$ cat src/logic/pin_select_params.svh
`ifndef PIN_SELECT_PARAMS_SVH
`define PIN_SELECT_PARAMS_SVH

// Pin count and register address width
`define PIN_COUNT        32
`define ADDR_W           8

// Register byte offsets
`define OFF_CTRL         8'h00
`define OFF_UPPER_SEL    8'h04
`define OFF_PORT_OUT     8'h08
`define OFF_PORT_DIR     8'h0c
`define OFF_PORT_PULLUP  8'h10
`define OFF_PORT_IN      8'h14
`define OFF_STATUS       8'h18
`define OFF_BUS_CAPTURE  8'h1c

// Control field positions
`define CTRL_EXT_BUS     0
`define CTRL_WR_EN       1

// Reset values
`define RST_CTRL         2'h0
`define RST_UPPER_SEL    8'hff
`define RST_PORT         32'h00000000
`define RST_CAPTURE      16'h0000

// Value returned for reserved addresses
`define RESERVED_FILL    32'h00000000

// Response code
`define RESP_OKAY        2'b00

`endif

$ cat src/logic/pin_select_pkg.sv
`default_nettype none

package pin_select_pkg;

    typedef logic [31:0] word_t;

    typedef enum logic [0:0] {
        WR_IDLE = 1'b0,
        WR_RESP = 1'b1
    } wr_state_t;

    typedef enum logic [0:0] {
        RD_IDLE = 1'b0,
        RD_RESP = 1'b1
    } rd_state_t;

endpackage: pin_select_pkg

`default_nettype wire

$ cat src/logic/external_bus_pin_select.sv
// Design decisions made here: the register offsets and the AXI4-Lite register port.
`timescale 1ns/1ns
`default_nettype none
`include "pin_select_params.svh"

module external_bus_pin_select (
    input  wire logic                  clk_sys,
    input  wire logic                  rstn,
    input  wire logic                  s_axi_awvalid,
    output logic                       s_axi_awready,
    input  wire logic [`ADDR_W-1:0]    s_axi_awaddr,
    input  wire logic                  s_axi_wvalid,
    output logic                       s_axi_wready,
    input  wire pin_select_pkg::word_t s_axi_wdata,
    input  wire logic [3:0]            s_axi_wstrb,
    output logic                       s_axi_bvalid,
    input  wire logic                  s_axi_bready,
    output logic [1:0]                 s_axi_bresp,
    input  wire logic                  s_axi_arvalid,
    output logic                       s_axi_arready,
    input  wire logic [`ADDR_W-1:0]    s_axi_araddr,
    output logic                       s_axi_rvalid,
    input  wire logic                  s_axi_rready,
    output pin_select_pkg::word_t      s_axi_rdata,
    output logic [1:0]                 s_axi_rresp,
    input  wire logic [23:0]           bus_addr,
    input  wire logic [15:0]           bus_wdata,
    input  wire logic                  bus_data_drive,
    input  wire logic                  bus_latch,
    input  wire logic                  bus_read,
    input  wire logic                  bus_store_low,
    output logic [15:0]                bus_rdata,
    input  wire logic [`PIN_COUNT-1:0] pins_in,
    output logic [`PIN_COUNT-1:0]      pins_out,
    output logic [`PIN_COUNT-1:0]      pins_oe,
    output logic [`PIN_COUNT-1:0]      pins_pullup
);
    import pin_select_pkg::*;

    // Reset release
    logic [1:0] rst_pipe;
    logic       rst_n;

    always_ff @(posedge clk_sys or negedge rstn) begin
        if (!rstn) begin
            rst_pipe <= 2'b00;
        end else begin
            rst_pipe <= {rst_pipe[0], 1'b1};
        end
    end

    assign rst_n = rst_pipe[1];

    // Pin input synchroniser
    logic [`PIN_COUNT-1:0] pins_stable;

    pin_input_sync u_sync (
        .clk_sys     (clk_sys),
        .rst_n       (rst_n),
        .pins_raw    (pins_in),
        .pins_stable (pins_stable)
    );

    // Register state
    logic [1:0]            ctrl;
    logic [7:0]            upper_address_pin_select;
    logic [`PIN_COUNT-1:0] port_out;
    logic [`PIN_COUNT-1:0] port_dir;
    logic [`PIN_COUNT-1:0] port_pullup;
    logic [15:0]           capture;
    logic [1:0]            next_ctrl;
    logic [7:0]            next_upper_address_pin_select;
    logic [`PIN_COUNT-1:0] next_port_out;
    logic [`PIN_COUNT-1:0] next_port_dir;
    logic [`PIN_COUNT-1:0] next_port_pullup;
    logic [15:0]           next_capture;
    logic                  ext;
    logic                  wren;

    assign ext  = ctrl[`CTRL_EXT_BUS];
    assign wren = ctrl[`CTRL_WR_EN];

    // Pin ownership
    logic [`PIN_COUNT-1:0] bus_own;
    logic [`PIN_COUNT-1:0] bus_val;
    logic [`PIN_COUNT-1:0] bus_oe;
    logic [15:0]           ad_val;
    logic                  ad_oe;

    always_comb begin
        ad_val = bus_latch ? bus_addr[15:0] : bus_wdata;
        ad_oe  = bus_latch | bus_data_drive;
        bus_own = {5'h00,
                   ext & wren,
                   ext,
                   ext,
                   ext ? ~upper_address_pin_select : 8'h00,
                   {8{ext}},
                   {8{ext}}};
        bus_val = {5'h00, ~bus_store_low, ~bus_read, bus_latch, bus_addr[23:16], ad_val};
        bus_oe  = {5'h00, 3'b111, 8'hff, {16{ad_oe}}};
    end

    // Pin outputs
    logic [`PIN_COUNT-1:0] next_pins_out;
    logic [`PIN_COUNT-1:0] next_pins_oe;
    logic [`PIN_COUNT-1:0] next_pins_pullup;

    always_comb begin
        next_pins_out    = (bus_own & bus_val) | (~bus_own & port_out);
        next_pins_oe     = (bus_own & bus_oe) | (~bus_own & port_dir);
        next_pins_pullup = ~bus_own & port_pullup & ~port_dir;
    end

    always_ff @(posedge clk_sys or negedge rst_n) begin
        if (!rst_n) begin
            pins_out    <= `RST_PORT;
            pins_oe     <= `RST_PORT;
            pins_pullup <= `RST_PORT;
        end else begin
            pins_out    <= next_pins_out;
            pins_oe     <= next_pins_oe;
            pins_pullup <= next_pins_pullup;
        end
    end

    // Register read decode
    function automatic word_t reg_read(input logic [`ADDR_W-1:0] a);
        word_t v;
        v = `RESERVED_FILL;
        if (a == `OFF_CTRL) begin
            v = {30'h0, ctrl};
        end else if (a == `OFF_UPPER_SEL) begin
            v = {24'h0, upper_address_pin_select};
        end else if (a == `OFF_PORT_OUT) begin
            v = port_out;
        end else if (a == `OFF_PORT_DIR) begin
            v = port_dir;
        end else if (a == `OFF_PORT_PULLUP) begin
            v = port_pullup;
        end else if (a == `OFF_PORT_IN) begin
            v = pins_stable;
        end else if (a == `OFF_STATUS) begin
            v = {21'h0, bus_own[26:16]};
        end else if (a == `OFF_BUS_CAPTURE) begin
            v = {16'h0, capture};
        end
        return v;
    endfunction: reg_read

    function automatic word_t merge_bytes(input word_t old, input word_t val,
                                          input logic [3:0] strb);
        word_t res;
        res = old;
        for (int b = 0; b < 4; b++) begin
            if (strb[b]) begin
                res[b*8 +: 8] = val[b*8 +: 8];
            end
        end
        return res;
    endfunction: merge_bytes

    // Write channel
    wr_state_t          wr_state;
    wr_state_t          next_wr_state;
    logic               aw_held;
    logic               w_held;
    logic [`ADDR_W-1:0] aw_addr;
    word_t              w_data;
    logic [3:0]         w_strb;
    logic               next_aw_held;
    logic               next_w_held;
    logic [`ADDR_W-1:0] next_aw_addr;
    word_t              next_w_data;
    logic [3:0]         next_w_strb;
    logic               wr_do;

    always_comb begin
        next_wr_state = wr_state;
        next_aw_held  = aw_held;
        next_w_held   = w_held;
        next_aw_addr  = aw_addr;
        next_w_data   = w_data;
        next_w_strb   = w_strb;
        wr_do         = 1'b0;
        s_axi_awready = rst_n && (wr_state == WR_IDLE) && !aw_held;
        s_axi_wready  = rst_n && (wr_state == WR_IDLE) && !w_held;
        case (wr_state)
            WR_IDLE: begin
                if (s_axi_awvalid && s_axi_awready) begin
                    next_aw_held = 1'b1;
                    next_aw_addr = s_axi_awaddr;
                end
                if (s_axi_wvalid && s_axi_wready) begin
                    next_w_held = 1'b1;
                    next_w_data = s_axi_wdata;
                    next_w_strb = s_axi_wstrb;
                end
                if (next_aw_held && next_w_held) begin
                    wr_do         = 1'b1;
                    next_wr_state = WR_RESP;
                end
            end
            WR_RESP: begin
                if (s_axi_bready) begin
                    next_wr_state = WR_IDLE;
                    next_aw_held  = 1'b0;
                    next_w_held   = 1'b0;
                end
            end
            default: begin
                next_wr_state = WR_IDLE;
            end
        endcase
    end

    always_ff @(posedge clk_sys or negedge rst_n) begin
        if (!rst_n) begin
            wr_state <= WR_IDLE;
            aw_held  <= 1'b0;
            w_held   <= 1'b0;
            aw_addr  <= `OFF_CTRL;
            w_data   <= `RST_PORT;
            w_strb   <= 4'h0;
        end else begin
            wr_state <= next_wr_state;
            aw_held  <= next_aw_held;
            w_held   <= next_w_held;
            aw_addr  <= next_aw_addr;
            w_data   <= next_w_data;
            w_strb   <= next_w_strb;
        end
    end

    assign s_axi_bvalid = (wr_state == WR_RESP);
    assign s_axi_bresp  = `RESP_OKAY;

    // Register update
    word_t wr_word;

    always_comb begin
        wr_word = merge_bytes(reg_read(next_aw_addr), next_w_data, next_w_strb);
        next_ctrl                     = ctrl;
        next_upper_address_pin_select = upper_address_pin_select;
        next_port_out                 = port_out;
        next_port_dir                 = port_dir;
        next_port_pullup              = port_pullup;
        next_capture                  = capture;
        if (ext && bus_read) begin
            next_capture = pins_stable[15:0];
        end
        if (wr_do) begin
            if (next_aw_addr == `OFF_CTRL) begin
                next_ctrl = wr_word[1:0];
            end else if (next_aw_addr == `OFF_UPPER_SEL) begin
                next_upper_address_pin_select = wr_word[7:0];
            end else if (next_aw_addr == `OFF_PORT_OUT) begin
                next_port_out = wr_word;
            end else if (next_aw_addr == `OFF_PORT_DIR) begin
                next_port_dir = wr_word;
            end else if (next_aw_addr == `OFF_PORT_PULLUP) begin
                next_port_pullup = wr_word;
            end else begin
                next_ctrl = ctrl;             // Other addresses leave state alone
            end
        end
    end

    always_ff @(posedge clk_sys or negedge rst_n) begin
        if (!rst_n) begin
            ctrl                     <= `RST_CTRL;
            upper_address_pin_select <= `RST_UPPER_SEL;
            port_out                 <= `RST_PORT;
            port_dir                 <= `RST_PORT;
            port_pullup              <= `RST_PORT;
            capture                  <= `RST_CAPTURE;
        end else begin
            ctrl                     <= next_ctrl;
            upper_address_pin_select <= next_upper_address_pin_select;
            port_out                 <= next_port_out;
            port_dir                 <= next_port_dir;
            port_pullup              <= next_port_pullup;
            capture                  <= next_capture;
        end
    end

    assign bus_rdata = capture;

    // Read channel
    rd_state_t rd_state;
    rd_state_t next_rd_state;
    word_t     rdata;
    word_t     next_rdata;

    always_comb begin
        next_rd_state = rd_state;
        next_rdata    = rdata;
        s_axi_arready = rst_n && (rd_state == RD_IDLE);
        case (rd_state)
            RD_IDLE: begin
                if (s_axi_arvalid && s_axi_arready) begin
                    next_rdata    = reg_read(s_axi_araddr);
                    next_rd_state = RD_RESP;
                end
            end
            RD_RESP: begin
                if (s_axi_rready) begin
                    next_rd_state = RD_IDLE;
                end
            end
            default: begin
                next_rd_state = RD_IDLE;
            end
        endcase
    end

    always_ff @(posedge clk_sys or negedge rst_n) begin
        if (!rst_n) begin
            rd_state <= RD_IDLE;
            rdata    <= `RST_PORT;
        end else begin
            rd_state <= next_rd_state;
            rdata    <= next_rdata;
        end
    end

    assign s_axi_rvalid = (rd_state == RD_RESP);
    assign s_axi_rdata  = rdata;
    assign s_axi_rresp  = `RESP_OKAY;

    // Checks
    logic ar_mapped;

    assign ar_mapped = s_axi_araddr inside {`OFF_CTRL, `OFF_UPPER_SEL, `OFF_PORT_OUT,
                                            `OFF_PORT_DIR, `OFF_PORT_PULLUP, `OFF_PORT_IN,
                                            `OFF_STATUS, `OFF_BUS_CAPTURE};
endmodule: external_bus_pin_select

`default_nettype wire

$ cat src/logic/pin_input_sync.sv
`timescale 1ns/1ns
`default_nettype none
`include "pin_select_params.svh"

module pin_input_sync (
    input  wire logic                  clk_sys,
    input  wire logic                  rst_n,
    input  wire logic [`PIN_COUNT-1:0] pins_raw,
    output logic      [`PIN_COUNT-1:0] pins_stable
);

    // Three stages per pin; a level is taken once stages two and three agree
    for (genvar i = 0; i < `PIN_COUNT; i++) begin : g_bit
        logic [2:0] stage;
        logic       stable;
        logic       next_stable;

        always_comb begin
            next_stable = stable;
            if (stage[1] == stage[2]) begin
                next_stable = stage[2];
            end
        end

        always_ff @(posedge clk_sys or negedge rst_n) begin
            if (!rst_n) begin
                stage  <= 3'b000;
                stable <= 1'b0;
            end else begin
                stage  <= {stage[1:0], pins_raw[i]};
                stable <= next_stable;
            end
        end

        assign pins_stable[i] = stable;
    end

endmodule: pin_input_sync

`default_nettype wire

$ cat config.mk
export PLATFORM = sky130hd
export DESIGN_NAME = external_bus_pin_select
export DESIGN_NICKNAME = d
export VERILOG_FILES = /design/src/logic/pin_select_pkg.sv /design/src/logic/external_bus_pin_select.sv /design/src/logic/pin_input_sync.sv
export VERILOG_INCLUDE_DIRS = /design/src /design/src/logic
export SDC_FILE = /design/constraint.sdc
export NUM_CORES = 1
export LEC_CHECK = 0
export CAP_MARGIN = 10
export CORE_AREA = 8 8 188 190
export DETAILED_ROUTE_END_ITERATION = 6
export DIE_AREA = 0 0 196 198
export DONT_BUFFER_PORTS = 1
export PLACE_DENSITY = 0.68
export SYNTH_ARGS = -nofsm -noshare
export SYNTH_HDL_FRONTEND = slang
export SYNTH_SLANG_ARGS = --single-unit
$ cat constraint.sdc
create_clock -name clk_sys -period 15.6 [get_ports clk_sys]
set_input_delay 0.78 -clock clk_sys [delete_from_list [all_inputs] [get_ports clk_sys]]
set_output_delay 0.78 -clock clk_sys [all_outputs]
set_load 0.02 [all_outputs]
==> metrics.yaml <==
setup_path:
  path_delay_family: "multiplexers"
  cp-start-kind: "flop"
  slowest_stage: "dfrtp_4"
  ff2ff_path_depth: 6
  cp.arrival_ns: 4.91
  cp_cell_sequence: "nor4bb_4, buf_4, mux2i_2, o21ai_1, o221ai_1, mux2_2"
  path_class: "reg -> reg"
  crit_required_ns: 16.08
  cpPeakStageDelay_ns: 0.96
  reg2reg_to: "port_dir[27]"
  ff2ff_setup_slack_ns: 11.17
  r2r-start: "rst_pipe[1]"
  cp-end-kind: "flop"
  worst-path-buf-inv: 1
  path_max_fanout: 65
grt:
  gr-total-overflow: 0
  track_usage_pct: 24.5
  grt_pass1_wl_um: 72600
  grt_pass1_vias: 11200
  grt_max_degree: 196
  grt_antenna_before_repair: 5
timing:
  tightest_slew_ns: 1.15
  fin_crit_ns: 4.43
  post-route-period-util_pct: 28.4
  relSlewSlack_pct: 20.9
  whs_ns: 0.256
  finalMaxSlewViolations: 0
  rsz0062_at_grt: "false"
  setup_violations: 0
  max_freq_mhz: 226
  setup_tns_ns: 0
  finalHoldViolations: 0
  clock_skew_ns: 0.0152
floorplanning:
  die_y_um: 198
  start_util_pct: 54.1
  core_mm2: 0.0322
  fp-row-count: 66
  die_w_um: 196
  die_area_mm2: 0.0388
  io-pin-count: 288
drt:
  drt-met1-wl_um: 20100
  num_vias: 11100
  drt_iter0_drc: 986
  dr_wl_met3_um: 5070
  drc: 0
  routed.top_layer: "met5"
  routed-wl-met2_um: 21100
  wl_per_cell_um: 26.5
  dr.pass1.iters: 5
  viasPerCell: 6.16
  ant_nets: 0
  wl_um: 47900
cells_and_area:
  nFillCells: 2587
  fin_cells: 1808
  area_growth_pct: 10.5
  layout-drive-gt1-share_pct: 19.0
  layout.nets: 1501
  fin_area_mm2: 0.0193
run_status:
  run_status: "finished, final reports clean"
hold_path:
  min_to: "u_sync.g_bit[18].stage[0]"
  hold_class: "in -> reg"
  holdPathStages: 0
  hold_start: "pins_in[18]"
synth:
  ys_seq_elements: 428
  syn_area_per_cell_um2: 12.7
  ys.flop_type: "dfrtp_1"
  async_flop_share_pct: 100
  synth_cells: 1372
  netlist_area_mm2: 0.0174
  ys_warn_count: 0
  ys_types: 59
  synth.yosys.seq_area_share_pct: 61.5
  synth_edf_count: 0
job:
  cap_violations: 0
place:
  placedCellCount: 1725
  placed_cell_area_mm2: 0.0178
  gp_congestion: 0.852
  numPortBuffers: 0
  post-dp-hpwl_um: 33400
pwr:
  peakVddDrop_mv: 0.108
  power.density_mw_per_mm2: 183
  p_leak_nw: 8.59
  totalPowerFinal_w: 0.00352
clock_tree:
  postCtsSetupRepairBufs: 0
  clockBufferDepth: 3
  clock_sinks: 428
  cts_buffers: 45
  cts-root-buf: "clkbuf_16"
  clk_latency_ns: 0.55
  clk_pin_slew_worst_paths_ns: 0.06
  h-tree-depth: 2
  cts_tree: "built"
==> cells by family after synthesis <==
kind of cell / after synthesis / synth area share [%]
flops: 428 / 61.5
other cells: 2 / 0.0431
simple gates: 299 / 8.95
compound gates: 274 / 10.7
mux: 203 / 13.5
fa+ha+maj: 32 / 1.84
buf+inv: 134 / 3.44
==> sequential cells by signal (all words and copies together), names as in the netlist <==
name and count:
u_sync.g_bit.stage 96, pins_oe 32, pins_out 32, pins_pullup 32
port_dir 32, port_out 32, port_pullup 32, s_axi_rdata 32
u_sync.g_bit.stable 32, w_data 32, bus_rdata 16, aw_addr 8
upper_address_pin_select 8, w_strb 4, ctrl 2, rst_pipe 2
aw_held 1, s_axi_bvalid 1, s_axi_rvalid 1, w_held 1
==> cell type report <==
type                    instances  area [um^2]  area share, %
diodes                          1         2.50         0.0130
clock buffers                  67         1330           6.90
clock inverters                13          131          0.682
inverters                      55          206           1.07
multi-input cells             813         6180           32.0
flip-flops and latches        428        10700           55.7
well taps                     408          510           2.65
repair buffers                 23          188          0.974
==> where the power goes <==
part	internal, W	switching [W]	leakage (nW)
Sequential	0.00138	0.000362	5.45
Combinational	0.000322	0.000410	2.42
Clock	0.000622	0.000424	0.718
Total	0.00232	0.00120	8.59
==> what timing repair did <==
item                      in CTS  in global routing
resized for setup              0                  0
hold buffers                   1                  0
hold endpoints to repair       2                  0
==> cell usage after synthesis, types with 9 or more instances <==
cell type    n  area [um^2]
o22ai_1     16          100
mux2_4      20          300
nor3b_1     15          113
a21oi_1     63          315
or2_2       10         62.6
mux2i_1     62          621
a22oi_1     17          128
a221oi_1    18          158
maj3_1      32          320
clkbuf_1    49          184
o221ai_1    26          228
nor2_1      72          270
nand3_1      9         45.0
dfrtp_1    420        10500
o21ai_0     55          275
a31oi_1     29          181
inv_1       54          203
nor3_1      10         50.1
nor2b_1     17          106
nand2_1     75          282
a22o_1       9         78.8
buf_2       11         55.1
nand2b_1    35          219
a32o_1      16          160
and2_1      12         75.1
or3_1       17          106
mux2_2     112         1260
==> layout by cell type (no fill, tap or decap), types with 26 or more instances in the layout <==
master and instances:
inv_1 54, nand2b_1 35, o221ai_1 26, o21ai_0 55, mux2_2 112, a21oi_1 63, a31oi_1 29, maj3_1 32
nand2_1 74, mux2i_1 61, clkbuf_16 46, dfrtp_1 418, nor2_1 71
==> through the flow <==
stage	util [%]	setup slack (ns)
3_5_place_dp	55.2	10.95
6_report	59.8	11.17
5_1_grt	59.8	10.86
2_1_floorplan	-	2.68
3_3_place_gp	55.2	11.08
4_1_cts	59.8	10.93
==> routing by layer <==
layer | up-vias | GRT usage, %
met2 | 516 | 36.5
met1 | 5640 | 33.2
li1 | 4893 | -
met3 | 85 | 8.61
met4 | 8 | 8.03
met5 | - | 0
==> worst max path at each step <==
stage	cells after the start	end	startpoint
5_1_grt	6	port_dir[27]	rst_pipe[1]
3_3_place_gp	6	port_pullup[8]	rst_pipe[1]
6_report	6	port_dir[27]	rst_pipe[1]
2_1_floorplan	0	aw_addr[0]	rst_pipe[1]
3_5_place_dp	6	port_pullup[8]	rst_pipe[1]
4_1_cts	6	port_pullup[8]	rst_pipe[1]
Note: power is estimated with default switching activity, not from simulation.
